`src/budget_isolation_pkg.sv`:
```
package budget_isolation_pkg;

	// ======================================================================
	// register offsets (byte addresses in configuration space)
	localparam logic [11:0] OFFSET_BUDGET_DATA = 12'h214;
	localparam logic [11:0] OFFSET_BUDGET_FLAGS = 12'h218;
	localparam logic [11:0] OFFSET_ISOLATION_HEADER = 12'h220;
	localparam logic [11:0] OFFSET_ISOLATION_CONTROL = 12'h224;

	// ======================================================================
	// budgeting data word fields and reset values
	localparam int BASE_POWER_LSB = 0;
	localparam int DATA_SCALE_LSB = 8;
	localparam int SUBSTATE_LSB = 10;
	localparam int POWER_STATE_FIELD_LSB = 13;
	localparam int COND_TYPE_LSB = 15;
	localparam int POWER_RAIL_LSB = 18;
	localparam logic [7:0] BASE_POWER_RESET = 8'h04;
	localparam logic [1:0] DATA_SCALE_RESET = 2'h0;
	localparam logic [2:0] SUBSTATE_RESET = 3'h0;
	localparam logic [1:0] POWER_STATE_FIELD_D0 = 2'h0;
	localparam logic [2:0] COND_TYPE_MAXIMUM = 3'h7;
	localparam logic [2:0] COND_TYPE_SUSTAINED = 3'h1;
	localparam logic [2:0] POWER_RAIL_RESET = 3'h2;
	localparam logic [7:0] SELECT_D0_MAXIMUM = 8'h00;
	localparam logic [7:0] SELECT_D0_SUSTAINED = 8'h01;

	// ======================================================================
	// budget capability word
	localparam int SYSTEM_ALLOCATED_BIT = 0;
	localparam logic SYSTEM_ALLOCATED_RESET = 1'b0;

	// ======================================================================
	// isolation capability header
	localparam logic [15:0] ISOLATION_CAP_ID = 16'h000D;
	localparam logic [3:0] ISOLATION_CAP_VERSION = 4'h1;
	localparam logic [11:0] ISOLATION_NEXT_CAP = 12'h000;

	// ======================================================================
	// isolation capability/control fields
	localparam int ISOLATION_FEATURES = 7;
	localparam logic [6:0] ISOLATION_SUPPORT = 7'h7F;
	localparam logic [7:0] EGRESS_VECTOR_SIZE = 8'h08;
	localparam int EGRESS_SIZE_LSB = 8;
	localparam int ENABLE_LSB = 16;
	localparam logic [6:0] ENABLE_RESET = 7'h00;
	localparam int ENABLE_BYTE_LANE = 2;
	localparam int EGRESS_ENABLE_INDEX = 5;

	// ======================================================================
	// grouped carriers
	typedef struct packed {
		logic [2:0] power_rail;
		logic [2:0] cond_type;
		logic [1:0] power_state_field;
		logic [2:0] power_substate_field;
		logic [1:0] data_scale;
		logic [7:0] base_power;
	} budget_fields_type;

	typedef struct packed {
		logic valid;
		logic [7:0] base_power;
		logic system_allocated;
	} eeprom_load_type;

	typedef struct packed {
		logic read;
		logic write;
		logic [11:0] addr;
		logic [3:0] byte_en;
		logic [31:0] wdata;
	} cfg_request_type;

	// access phase of the configuration port
	typedef enum logic [1:0] {
		PORT_IDLE,
		PORT_READ,
		PORT_WRITE
	} port_phase_type;

endpackage

```
`src/budget_isolation_regs.sv`:
```
`timescale 1ns/100ps
`default_nettype none
// Notes on behaviour
// - base power bits 7:0, reset 04h, loadable
// - data scale bits 9:8, reset 00b
// - power substate bits 12:10, reset 000b
// - power state bits 14:13, D0 = 00b
// - condition type bits 17:15, maximum = 111b
// - supply rail bits 20:18, reset 010b
// - system allocated bit 0, reset 0, loadable
// - isolation header id 000Dh in 15:0
// - isolation header version 1h in 19:16
// - next capability pointer 000h in 31:20
// - isolation registers exist on downstream ports only
// - capability bits 6:0 read as ones
// - egress vector size 15:8 reads 08h
// - bit 16 source validation enable, reset 0
// - bit 17 translation blocking enable, reset 0
// - bit 18 request redirect enable, reset 0
// - bit 19 completion redirect enable, reset 0
// - bit 20 upstream forwarding enable, reset 0
// - bit 21 egress control enable, reset 0
// - bit 22 direct translated enable, reset 0
// - selector 00h max, 01h sustained, else zero
// - egress-blocked target with enable blocks peer request
module budget_isolation_regs
	import budget_isolation_pkg::*;
(
	// clock and reset
	input wire logic clock,
	input wire logic nrst,
	// port strap: high on a downstream port
	input wire logic downstream_strap,
	// configuration access port
	input wire cfg_request_type cfg_req,
	output logic [31:0] cfg_rdata,
	output logic cfg_rd_done,
	output logic cfg_wr_done,
	// budgeting data selector index
	input wire logic [7:0] data_select,
	// defaults loaded from the serial eeprom
	input wire eeprom_load_type eeprom_load,
	// egress control vector and peer request check
	input wire logic [7:0] egress_vector,
	input wire logic p2p_req_valid,
	input wire logic [2:0] p2p_req_target,
	output logic p2p_req_blocked,
	// feature enables toward the forwarding logic
	output logic [6:0] isolation_enables,
	output logic is_downstream
);

	// ======================================================================
	// helpers

	// address decode shared by read and write paths
	function automatic logic addr_hit(input logic [11:0] addr, input logic [11:0] offset);
		addr_hit = (addr[11:2] == offset[11:2]);
	endfunction

	// pack the budgeting fields into a word, reserved bits zero
	function automatic logic [31:0] budget_word(input budget_fields_type f);
		logic [31:0] w;
		w = 32'h00000000;
		w[BASE_POWER_LSB +: 8] = f.base_power;
		w[DATA_SCALE_LSB +: 2] = f.data_scale;
		w[SUBSTATE_LSB +: 3] = f.power_substate_field;
		w[POWER_STATE_FIELD_LSB +: 2] = f.power_state_field;
		w[COND_TYPE_LSB +: 3] = f.cond_type;
		w[POWER_RAIL_LSB +: 3] = f.power_rail;
		budget_word = w;
	endfunction

	// ======================================================================
	// strap capture

	logic strap_taken_reg;
	logic strap_taken_next;
	logic downstream_reg;
	logic downstream_next;

	// the strap is caught once, on the first edge after reset release
	always_comb begin
		strap_taken_next = 1'b1;
		downstream_next = downstream_reg;
		if (!strap_taken_reg) begin
			downstream_next = downstream_strap;
		end
	end

	always_ff @(posedge clock or negedge nrst) begin
		if (!nrst) begin
			strap_taken_reg <= 1'b0;
			downstream_reg <= 1'b0;
		end else begin
			strap_taken_reg <= strap_taken_next;
			downstream_reg <= downstream_next;
		end
	end

	// ======================================================================
	// eeprom-loadable read-only defaults

	logic [7:0] base_power_reg;
	logic [7:0] base_power_next;
	logic system_allocated_reg;
	logic system_allocated_next;

	// only the eeprom loader may change these; configuration writes cannot
	always_comb begin
		base_power_next = base_power_reg;
		system_allocated_next = system_allocated_reg;
		if (eeprom_load.valid) begin
			base_power_next = eeprom_load.base_power;
			system_allocated_next = eeprom_load.system_allocated;
		end
	end

	always_ff @(posedge clock or negedge nrst) begin
		if (!nrst) begin
			base_power_reg <= BASE_POWER_RESET;
			system_allocated_reg <= SYSTEM_ALLOCATED_RESET;
		end else begin
			base_power_reg <= base_power_next;
			system_allocated_reg <= system_allocated_next;
		end
	end

	// ======================================================================
	// budgeting data word as seen through the selector

	budget_fields_type budget_fields;
	logic [31:0] budget_data_word;

	// fixed fields of the described operating condition
	always_comb begin
		budget_fields.base_power = base_power_reg;
		budget_fields.data_scale = DATA_SCALE_RESET;
		budget_fields.power_substate_field = SUBSTATE_RESET;
		budget_fields.power_state_field = POWER_STATE_FIELD_D0;
		budget_fields.cond_type = COND_TYPE_MAXIMUM;
		budget_fields.power_rail = POWER_RAIL_RESET;
		if (data_select == SELECT_D0_SUSTAINED) begin
			budget_fields.cond_type = COND_TYPE_SUSTAINED;
		end
	end

	// unsupported selector values report a zero budget
	always_comb begin
		if (data_select == SELECT_D0_MAXIMUM || data_select == SELECT_D0_SUSTAINED) begin
			budget_data_word = budget_word(budget_fields);
		end else begin
			budget_data_word = 32'h00000000;
		end
	end

	// ======================================================================
	// isolation enables

	logic [6:0] enable_reg;
	logic [6:0] enable_next;
	logic enable_write;

	// enables sit in byte lane 2; only a downstream port accepts them; a read wins
	assign enable_write = cfg_req.write && !cfg_req.read && cfg_req.byte_en[ENABLE_BYTE_LANE]
		&& downstream_reg && addr_hit(cfg_req.addr, OFFSET_ISOLATION_CONTROL);

	// bits 16..22 are plain read-write; bit 23 and up are dropped
	always_comb begin
		enable_next = enable_reg;
		if (enable_write) begin
			enable_next[0] = cfg_req.wdata[ENABLE_LSB + 0];
			enable_next[1] = cfg_req.wdata[ENABLE_LSB + 1];
			enable_next[2] = cfg_req.wdata[ENABLE_LSB + 2];
			enable_next[3] = cfg_req.wdata[ENABLE_LSB + 3];
			enable_next[4] = cfg_req.wdata[ENABLE_LSB + 4];
			enable_next[5] = cfg_req.wdata[ENABLE_LSB + 5];
			enable_next[6] = cfg_req.wdata[ENABLE_LSB + 6];
		end
	end

	always_ff @(posedge clock or negedge nrst) begin
		if (!nrst) begin
			enable_reg <= ENABLE_RESET;
		end else begin
			enable_reg <= enable_next;
		end
	end

	// ======================================================================
	// read-back words of the isolation capability

	logic [31:0] isolation_header_word;
	logic [31:0] isolation_control_word;

	// header and control read as zero on the upstream port
	always_comb begin
		isolation_header_word = 32'h00000000;
		isolation_control_word = 32'h00000000;
		if (downstream_reg) begin
			isolation_header_word[15:0] = ISOLATION_CAP_ID;
			isolation_header_word[19:16] = ISOLATION_CAP_VERSION;
			isolation_header_word[31:20] = ISOLATION_NEXT_CAP;
			isolation_control_word[ISOLATION_FEATURES-1:0] = ISOLATION_SUPPORT;
			isolation_control_word[EGRESS_SIZE_LSB +: 8] = EGRESS_VECTOR_SIZE;
			isolation_control_word[ENABLE_LSB + 0] = enable_reg[0];
			isolation_control_word[ENABLE_LSB + 1] = enable_reg[1];
			isolation_control_word[ENABLE_LSB + 2] = enable_reg[2];
			isolation_control_word[ENABLE_LSB + 3] = enable_reg[3];
			isolation_control_word[ENABLE_LSB + 4] = enable_reg[4];
			isolation_control_word[ENABLE_LSB + 5] = enable_reg[5];
			isolation_control_word[ENABLE_LSB + 6] = enable_reg[6];
		end
	end

	// ======================================================================
	// read-back of the capability word and the read mux

	logic [31:0] flags_word;
	logic [31:0] read_word;

	// capability word: only the system allocated bit is implemented
	always_comb begin
		flags_word = 32'h00000000;
		flags_word[SYSTEM_ALLOCATED_BIT] = system_allocated_reg;
	end

	// word picked by the dword address; unmapped and reserved space answers zero
	always_comb begin
		read_word = 32'h00000000;
		if (addr_hit(cfg_req.addr, OFFSET_BUDGET_DATA)) begin
			read_word = budget_data_word;
		end else if (addr_hit(cfg_req.addr, OFFSET_BUDGET_FLAGS)) begin
			read_word = flags_word;
		end else if (addr_hit(cfg_req.addr, OFFSET_ISOLATION_HEADER)) begin
			read_word = isolation_header_word;
		end else if (addr_hit(cfg_req.addr, OFFSET_ISOLATION_CONTROL)) begin
			read_word = isolation_control_word;
		end
	end

	// ======================================================================
	// configuration port: one-cycle answer to each request

	port_phase_type phase_next;
	logic [31:0] rdata_reg;
	logic [31:0] rdata_next;

	// a read latches the picked word and wins over a write
	always_comb begin
		phase_next = PORT_IDLE;
		rdata_next = rdata_reg;
		if (cfg_req.read) begin
			phase_next = PORT_READ;
			rdata_next = read_word;
		end else if (cfg_req.write) begin
			phase_next = PORT_WRITE;
		end
	end

	always_ff @(posedge clock or negedge nrst) begin
		if (!nrst) begin
			rdata_reg <= 32'h00000000;
		end else begin
			rdata_reg <= rdata_next;
		end
	end

	// done strobes decoded from the phase of the request being taken
	logic rd_done_reg;
	logic wr_done_reg;
	logic rd_done_next;
	logic wr_done_next;

	always_comb begin
		case (phase_next)
			PORT_READ: begin
				rd_done_next = 1'b1;
				wr_done_next = 1'b0;
			end
			PORT_WRITE: begin
				rd_done_next = 1'b0;
				wr_done_next = 1'b1;
			end
			default: begin
				rd_done_next = 1'b0;
				wr_done_next = 1'b0;
			end
		endcase
	end

	always_ff @(posedge clock or negedge nrst) begin
		if (!nrst) begin
			rd_done_reg <= 1'b0;
			wr_done_reg <= 1'b0;
		end else begin
			rd_done_reg <= rd_done_next;
			wr_done_reg <= wr_done_next;
		end
	end

	// ======================================================================
	// peer request egress check

	logic blocked_reg;
	logic blocked_next;
	logic egress_active;
	logic target_listed;

	// egress control acts only on a downstream port with its enable set
	assign egress_active = downstream_reg && enable_reg[EGRESS_ENABLE_INDEX];
	assign target_listed = egress_vector[p2p_req_target];

	// a set vector bit blocks the target only while egress control is on
	always_comb begin
		blocked_next = p2p_req_valid && egress_active && target_listed;
	end

	always_ff @(posedge clock or negedge nrst) begin
		if (!nrst) begin
			blocked_reg <= 1'b0;
		end else begin
			blocked_reg <= blocked_next;
		end
	end

	// ======================================================================
	// outputs, all straight from flip-flops

	// configuration port
	assign cfg_rdata = rdata_reg;
	assign cfg_rd_done = rd_done_reg;
	assign cfg_wr_done = wr_done_reg;

	// forwarding side
	assign p2p_req_blocked = blocked_reg;
	assign isolation_enables = enable_reg;
	assign is_downstream = downstream_reg;

endmodule
`default_nettype wire

```
`config.mk`:
```
export PLATFORM = sky130hd
export DESIGN_NAME = budget_isolation_regs
export DESIGN_NICKNAME = d
export VERILOG_FILES = /design/src/budget_isolation_pkg.sv /design/src/budget_isolation_regs.sv
export SDC_FILE = /design/constraint.sdc
export NUM_CORES = 1
export LEC_CHECK = 0
export ABC_AREA = 1
export BUFFER_PORTS_ARGS = -buffer_cell sky130_fd_sc_hd__buf_2
export CAP_MARGIN = 20
export CORE_ASPECT_RATIO = 0.6
export CORE_MARGIN = 10
export CORE_UTILIZATION = 46
export DETAILED_ROUTE_END_ITERATION = 12
export GPL_ROUTABILITY_DRIVEN = 0
export HOLD_SLACK_MARGIN = 0.15
export PLACE_DENSITY = 0.9
export SETUP_SLACK_MARGIN = 0.02
export SLEW_MARGIN = 20
export SYNTH_ARGS = -nofsm -noshare
export SYNTH_HDL_FRONTEND = slang
export SYNTH_SLANG_ARGS = --single-unit
```
`constraint.sdc`:
```
create_clock -name clock -period 1.7 [get_ports clock]
set_clock_uncertainty 0.15 [all_clocks]
set_input_delay 0.17 -clock clock [delete_from_list [all_inputs] [get_ports clock]]
set_output_delay 0.17 -clock clock [all_outputs]
set_load 0.005 [all_outputs]
```
==> results.txt, run 1 <==
----------------------------------------------------
[Die]
  Starting density of the core ... 0.482
  Top-level port count ... 126
  Vert. Die Dim ... 71.0 µm
  Floorplan core area ... 4140 µm²
  Placement row count ... 18
  Die outline width ... 105 µm
  Die Footprint ... 7460 µm²

[Synthesis]
  Syn. warnings ... 0
  Primary FF master, synth ... dfrtp_1
  Unique masters post-synth ... 30
  Sequential fraction of the synthesis area ... 0.477
  Async set-reset flop share out of synthesis ... 1.00
  Register bit count reported by yosys ... 38
  Post-synth design cell area ... 2000 µm²
  Synthesized instance count ... 232
  Mean post-synth cell area ... 8.60 µm²
  EDFF count, synth ... 0

[Setup path]
  Maximum net fanout on the critical path ... 1
  CP endpoint kind ... register
  Critical register-to-register path endpoint ... base_power_reg[6]$_DFFE_PN0P_
  Crit Path Class ... primary input to register
  Slack of the worst reg-to-reg path ... 0.24 ns
  RR Startpoint ... base_power_reg[6]$_DFFE_PN0P_
  Worst EP arrival ... 1.64 ns
  WP data required ... 1.72 ns
  Depth of the worst register-to-register path ... 2
  Sort of element at the start of the critical path ... primary input

[Cells and area]
  Final-layout fill cell count ... 346
  Diodes inserted ... 0
  Proportion of layout cells with a drive suffix above 1 ... 0.363
  Post-route cell area ... 2770 µm²
  # nets final ... 426
  Non-filler cells in the finished layout ... 404
  Signed area change from the synthesized netlist to the final layout ... 38.9%
  Largest register FFs ... 17

[Clock network]
  TritonCTS buffer count ... 5
  Clock root cell ... clkbuf_8
  Clock network latency to the later pin of the worst-skew pair ... 0.29 ns
  Number of gates given a new drive strength after cts ... 0
  Setup fix buffers added after clock tree synthesis ... 0
  Clock-pin slew of the registers on the worst-case setup and hold paths ... 0.07 ns
  Level count of the clock H-tree ... 2
  Sinks on the clock net ... 38
  TritonCTS clock tree ... built
  Number of buffers added to fix hold violations after cts ... 28
  Worst-case clock buffer depth ... 2

[Run]
  # Max-Cap Violations ... 0

[Timing]
  Pins Over Slew Limit ... 0
  Final setup violation count ... 0
  Number of failing hold endpoints at the final stage ... 0
  Unrepaired setup endpoints after global routing ... false
  Final period util ... 0.950
  Maximum operating frequency ... 619 MHz
  Final critical-path required period ... 1.61 ns
  Setup_tns ... 0 ns
  Worst Slack Setup Final ... 0.0853 ns

[Worst hold path]
  Endpoint, Worst Hold ... cfg_rdata[7]$_DFFE_PN0P_
  Worst min path class ... primary input to register
  Hold_sp ... data_select[4]
  Worst Hold Depth ... 6

[Pwr]
  Sw Pwr ... 0.474 mW
  Share of total power consumed by net switching ... 0.253
  Leak ... 1.60 nW
  Combinational fraction of design power ... 0.145
  Internal Dissipation ... 1.40 mW
  Max VDD drop ... 0.000382 V
  Cell Pwr Density ... 674 nW/µm²
  Flop pwr share ... 0.510
  Clk network pwr share ... 0.345

[Place]
  Post-detailed-placement half-perimeter wirelength ... 4450 µm
  Total instance count after detailed placement ... 368
  Placed cell area ... 2400 µm²
  Placement-stage worst setup slack ... 0.337 ns
  PortBufs ... 80

[Routing]
  Number of iterations in the first detailed-routing pass ... 4
  Antenna Nets Post-Route ... 0
  Average wire per cell in the routed design ... 14.8 µm
  Number of vias per cell after detailed routing ... 4.67
  Wire length after detailed routing ... 5980 µm
  1st-iter DRT viols ... 45
  Vias after detailed routing ... 1885
  Detailed-route DRC error count ... 0

[GRT]
  Initial antenna violation count ... 0
  Number of global-route vias before repair ... 2056
  Maximum number of pins on one net before global-route repair ... 28
  Wire length of the first global-routing pass ... 10000 µm
  Overflow after GRT ... 0
  Overall global routing resource usage ... 0.163

[Run status]
  Run status ... finished clean

----------------------------------------------------
[routing by layer]
| layer | global-route usage | wire length [µm] |
|---|---|---|
| met1 | 0.183 | 2510 |
| met2 | 0.286 | 2900 |
| met3 | 0.0660 | 503 |
| met4 | 0.0409 | 71 |
| met5 | 0 | 0 |
[how the worst max path moves through the flow]
stage,from,to,slack [ns],cells past startpoint
floorplan,is_downstream$_DFFE_PN0N_,isolation_enables[5]$_DFFE_PN0P_,0.50,7
CTS,eeprom_load[7],base_power_reg[6]$_DFFE_PN0P_,0.11,4
finish,eeprom_load[7],base_power_reg[6]$_DFFE_PN0P_,0.09,4
global placement,is_downstream$_DFFE_PN0N_,cfg_rdata[19]$_DFFE_PN0P_,0.37,6
detailed placement,is_downstream$_DFFE_PN0N_,isolation_enables[2]$_DFFE_PN0P_,0.34,7
global route,eeprom_load[7],base_power_reg[6]$_DFFE_PN0P_,0.07,4
[cell usage in the layout (no fill, tap or decap), drive strengths merged]
| cell | n |
|---|---|
| o22ai | 1 |
| mux2 | 8 |
| dfrtp | 37 |
| conb | 16 |
| a21oi | 2 |
| clkinvlp | 1 |
| and3 | 1 |
| clkbuf | 6 |
| dfstp | 1 |
| clkinv | 3 |
| dlygate4sd3 | 28 |
| nand3 | 25 |
| inv | 21 |
| nand2 | 63 |
| o21ai | 8 |
| o211ai | 1 |
| nor2 | 31 |
| buf | 83 |
| nand4 | 8 |
[worst max-delay path, stage by stage]
cell           delay (ns)
dlygate4sd3_1        0.53
buf_2                0.13
mux2_2               0.26
dlygate4sd3_1        0.55
[power groups by stage]
stage                     combinational (mW)  sequential (mW)  clock [mW]
after floorplan                        0.131            0.967           0
after global placement                 0.206            0.969           0
after detailed placement               0.218            0.971           0
after CTS                              0.269            0.953       0.665
after global routing                   0.301            0.957       0.710
final                                  0.272            0.954       0.645
[through the flow]
stage                     total power [mW]  hold slack [ns]   util
after floorplan                       1.10           -0.276      -
after global placement                1.17          -0.0983  0.579
after detailed placement              1.19          -0.0980  0.579
after CTS                             1.89            0.180  0.669
after global routing                  1.97            0.218  0.669
final                                 1.87            0.187  0.669
[cell usage after synthesis (2+ instances only)]
cell type / instances / share of area
dfrtp_1: 37 / 0.46
a21oi_1: 2 / 0.0050
nor2_2: 5 / 0.016
buf_4: 16 / 0.060
o21ai_0: 5 / 0.013
nand2_2: 3 / 0.0094
buf_2: 2 / 0.0050
inv_2: 5 / 0.0094
o21ai_1: 2 / 0.0050
nand4_1: 8 / 0.025
nand3_1: 21 / 0.053
nand2_1: 58 / 0.11
inv_1: 16 / 0.030
nor2_1: 23 / 0.043
nand3_2: 3 / 0.015
clkbuf_1: 2 / 0.0038
mux2_2: 8 / 0.045
nor2_8: 2 / 0.020
conb_1: 2 / 0.0038
nand2_4: 2 / 0.011
[cell type report]
type	instances	area [µm²]	share of cell area
Sequential cell	38	952	0.343
Clock inverter	2	12.5	0.00451
Multi-Input combinational cell	164	855	0.308
Timing Repair Buffer	111	703	0.254
Clock buffer	6	82.6	0.0298
Inverter	23	92.6	0.0334
Tap cell	60	75.1	0.0271
[cell families (layout without fill, tap and decap cells)]
logic type | count (synthesis) | after routing | synth area share
DFF | 38 | 38 | 0.477
muxes | 8 | 8 | 0.0451
AOI/OAI and AO/OA | 12 | 12 | 0.0339
buffers and inverters | 44 | 142 | 0.121
other | 2 | 16 | 0.00376
and+or+nand+nor | 128 | 128 | 0.319
Power figures use the tool's default switching activity.
==> run 2: changes to the inputs <==
--- a/config.mk
+++ b/config.mk
@@ -5,16 +5,15 @@
 export SDC_FILE = /design/constraint.sdc
 export NUM_CORES = 1
 export LEC_CHECK = 0
-export ABC_AREA = 1
 export BUFFER_PORTS_ARGS = -buffer_cell sky130_fd_sc_hd__buf_2
 export CAP_MARGIN = 20
 export CORE_ASPECT_RATIO = 0.6
 export CORE_MARGIN = 10
-export CORE_UTILIZATION = 46
+export CORE_UTILIZATION = 43
 export DETAILED_ROUTE_END_ITERATION = 12
 export GPL_ROUTABILITY_DRIVEN = 0
 export HOLD_SLACK_MARGIN = 0.15
-export PLACE_DENSITY = 0.9
+export PLACE_DENSITY = 0.89
 export SETUP_SLACK_MARGIN = 0.02
 export SLEW_MARGIN = 20
 export SYNTH_ARGS = -nofsm -noshare
==> run 2 against run 1 <==
  * The run now ends with negative setup slack left
  * Power is 5.6% lower
  * Combinational power is 11% lower
  * Final area is 7.2% lower
  * Critical path type is now register to register
  * Largest cell class unchanged
  * Area after synthesis is 16% lower
  * Critical endpoint is now isolation_enables[1]$_DFFE_PN0P_
  * Via count is 23% lower
  * Non-clock buffer count is 7 higher
  * Sequential cell count stayed put
  * Global-route usage is 0.22 points higher
==> results.txt, run 2 <==
----------------------------------------------------
[Clock network]
  Level count of the clock H-tree ... 2
  Worst-case clock buffer depth ... 2
  Clock network latency to the later pin of the worst-skew pair ... 0.29 ns
  Sinks on the clock net ... 38
  Clock-pin slew of the registers on the worst-case setup and hold paths ... 0.07 ns
  Clock root cell ... clkbuf_8
  TritonCTS buffer count ... 5
  TritonCTS clock tree ... built

[Synthesis]
  Post-synth top area share ... 0.551
  Syn. warnings ... 0
  Sequential fraction of the synthesis area ... 0.566
  EDFF count, synth ... 0
  Register bit count reported by yosys ... 38
  Post-synth design cell area ... 1680 µm²
  Unique masters post-synth ... 31
  Top cells by count, synth ... 37 x dfrtp_1, 17 x mux2_2, 15 x buf_4
  Primary FF master, synth ... dfrtp_1
  Async set-reset flop share out of synthesis ... 1.00
  Mean post-synth cell area ... 13.2 µm²
  Largest cells by area after synthesis ... dfrtp_1 55%, mux2_2 11%, buf_4 6.7%, a221o_1 4.8%, mux4_2 2.7%
  Cell with the most instances after synthesis ... dfrtp_1
  Synthesized instance count ... 127
  Library cell occupying the most area in the post-synthesis netlist ... dfrtp_1

[Setup path]
  Slack of the worst reg-to-reg path ... -0.06 ns
  Cell Chain, Critical Path ... nor4bb_4 > nand4_1 > nor4_4 > buf_6 > mux2_4
  WP data required ... 1.72 ns
  Sort of element at the start of the critical path ... register
  Crit Path Class ... register to register
  Cell family with most CP delay ... simple AND/OR/NAND/NOR gates
  Maximum net fanout on the critical path ... 7
  CP endpoint kind ... register
  Max stage delay on crit path ... 0.37 ns
  Buffers and inverters on the worst path ... 1
  Depth of the worst register-to-register path ... 5
  Worst EP arrival ... 1.78 ns
  RR Startpoint ... is_downstream$_DFFE_PN0N_
  Critical-path top delay cell ... dfrtp_1
  Critical register-to-register path endpoint ... isolation_enables[1]$_DFFE_PN0P_

[Routing]
  Detailed-route DRC error count ... 0
  Average wire per cell in the routed design ... 19.1 µm
  Wire length after detailed routing ... 5590 µm
  Vias after detailed routing ... 1458
  1st-iter DRT viols ... 100
  Number of vias per cell after detailed routing ... 4.99
  Antenna Nets Post-Route ... 0
  Number of iterations in the first detailed-routing pass ... 4

[Place]
  Placed cell area ... 2150 µm²
  PortBufs ... 80
  Post-detailed-placement half-perimeter wirelength ... 3900 µm

[Worst hold path]
  Worst min path class ... primary input to register
  Worst Hold Depth ... 2
  Hold_sp ... eeprom_load[9]
  Endpoint, Worst Hold ... base_power_reg[4]$_DFFE_PN0P_

[Run status]
  Run status ... finished with violations
  Failing checks ... negative setup slack

[Pwr]
  Max VDD drop ... 0.000449 V
  Leak ... 1.37 nW
  Cell Pwr Density ... 686 nW/µm²

[Cells and area]
  Most frequent cells in the layout ... 80 x buf_2, 37 x dfrtp_1, 27 x dlygate4sd3_1
  Most common library cell in the layout ignoring fill and taps ... buf_2
  Diodes inserted ... 0
  Final core area utilization ... 0.691
  Post-route cell area ... 2570 µm²
  Signed area change from the synthesized netlist to the final layout ... 53.1%
  # nets final ... 328
  Largest register FFs ... 17
  Proportion of layout cells with a drive suffix above 1 ... 0.498

[Timing]
  Unrepaired setup endpoints after global routing ... true
  Worst Slack Setup Final ... -0.0554 ns
  Max-slew headroom at the worst pin ... 0.656
  Maximum operating frequency ... 570 MHz
  Final critical-path required period ... 1.76 ns
  Pins Over Slew Limit ... 0
  Final period util ... 1.03
  Final setup violation count ... 7
  Number of failing hold endpoints at the final stage ... 0
  Transition time at the pin with the least slew margin ... 0.515 ns

[GRT]
  Number of global-route vias before repair ... 1667
  Maximum number of pins on one net before global-route repair ... 25
  Initial antenna violation count ... 0
  Wire length of the first global-routing pass ... 8820 µm
  Overall global routing resource usage ... 0.166
  Overflow after GRT ... 0

[Run]
  # Max-Cap Violations ... 0

[Die]
  Starting density of the core ... 0.452
  Die outline width ... 101 µm
  Placement row count ... 17
  Top-level port count ... 126
  Die Footprint ... 6890 µm²
  Floorplan core area ... 3720 µm²
  Vert. Die Dim ... 68.4 µm

----------------------------------------------------
-- run 2: cell count changes in the layout (fill, tap and decap cells not counted), sizes merged, moves of 3 or more --
cell	before	now
nor2	31	3
nand2	63	1
a22o	0	5
nor3	0	3
buf	83	91
nand4	8	1
nand3	25	2
a221o	0	8
clkinv	3	0
mux2	8	17
inv	21	5
o21ai	8	2
-- run 2: metal layers --
layer | track usage | share of wire | up-vias
li1 | - | - | 668
met1 | 0.182 | 0.39 | 720
met2 | 0.283 | 0.49 | 68
met3 | 0.0874 | 0.11 | 2
met4 | 0.0351 | 0.0048 | 0
met5 | 0 | 0 | -
-- run 2: power by group --
part | internal [mW] | leakage (nW) | total (mW) | switching [mW]
Clock | 0.282 | 0.0383 | 0.574 | 0.292
Sequential | 0.934 | 0.501 | 0.949 | 0.0155
Combinational | 0.139 | 0.830 | 0.243 | 0.104
-- run 2: repair_timing --
item	in CTS	in global routing
gates cloned	1	0
hold endpoints to repair	60	0
gates resized for setup	14	3
pin swaps	5	3
hold buffers	27	0
setup buffers	1	0
setup endpoints to repair	19	20
-- run 2: worst max path at each step --
stage / endpoint / from / depth (start not counted) / slack (ns)
after floorplan: isolation_enables[0]$_DFFE_PN0P_ / cfg_req[47] / 4 / -0.15
after detailed placement: cfg_rdata[19]$_DFFE_PN0P_ / cfg_req[47] / 6 / -0.22
after CTS: cfg_rdata[17]$_DFFE_PN0P_ / is_downstream$_DFFE_PN0N_ / 6 / -0.09
final: isolation_enables[1]$_DFFE_PN0P_ / is_downstream$_DFFE_PN0N_ / 5 / -0.06
after global placement: isolation_enables[6]$_DFFE_PN0P_ / cfg_req[47] / 5 / -0.18
after global routing: isolation_enables[6]$_DFFE_PN0P_ / is_downstream$_DFFE_PN0N_ / 5 / -0.13
-- run 2: metrics by stage --
step                instances  hold WS [ns]  power, mW  setup WS (ns)  TNS (ns)
finish                    292         0.169       1.77        -0.0554    -0.335
floorplan                 141        -0.276       1.06         -0.151     -1.07
detailed placement        256        0.0201       1.14         -0.217     -4.40
global placement          256        0.0126       1.13         -0.181     -3.45
global route              292         0.182       1.83         -0.126     -1.03
CTS                       292         0.163       1.77        -0.0905    -0.817
-- run 2: cells by family (layout without fill, tap and decap cells) --
kind of cell	after synthesis	in the layout	synth area share
flip-flops	38	38	0.566
AO/OA/AOI/OAI	20	20	0.103
buffers and inverters	26	130	0.0937
other	2	16	0.00447
multiplexers	20	20	0.147
AND/OR/NAND/NOR	21	21	0.0856
-- run 2: final cells by class --
type	instances	area (µm²)
multi-input cells	77	694
inverters	5	18.8
clock buffers	7	76.3
repair buffers	118	773
fillers	271	1150
flip-flops and latches	38	952
well taps	47	58.8
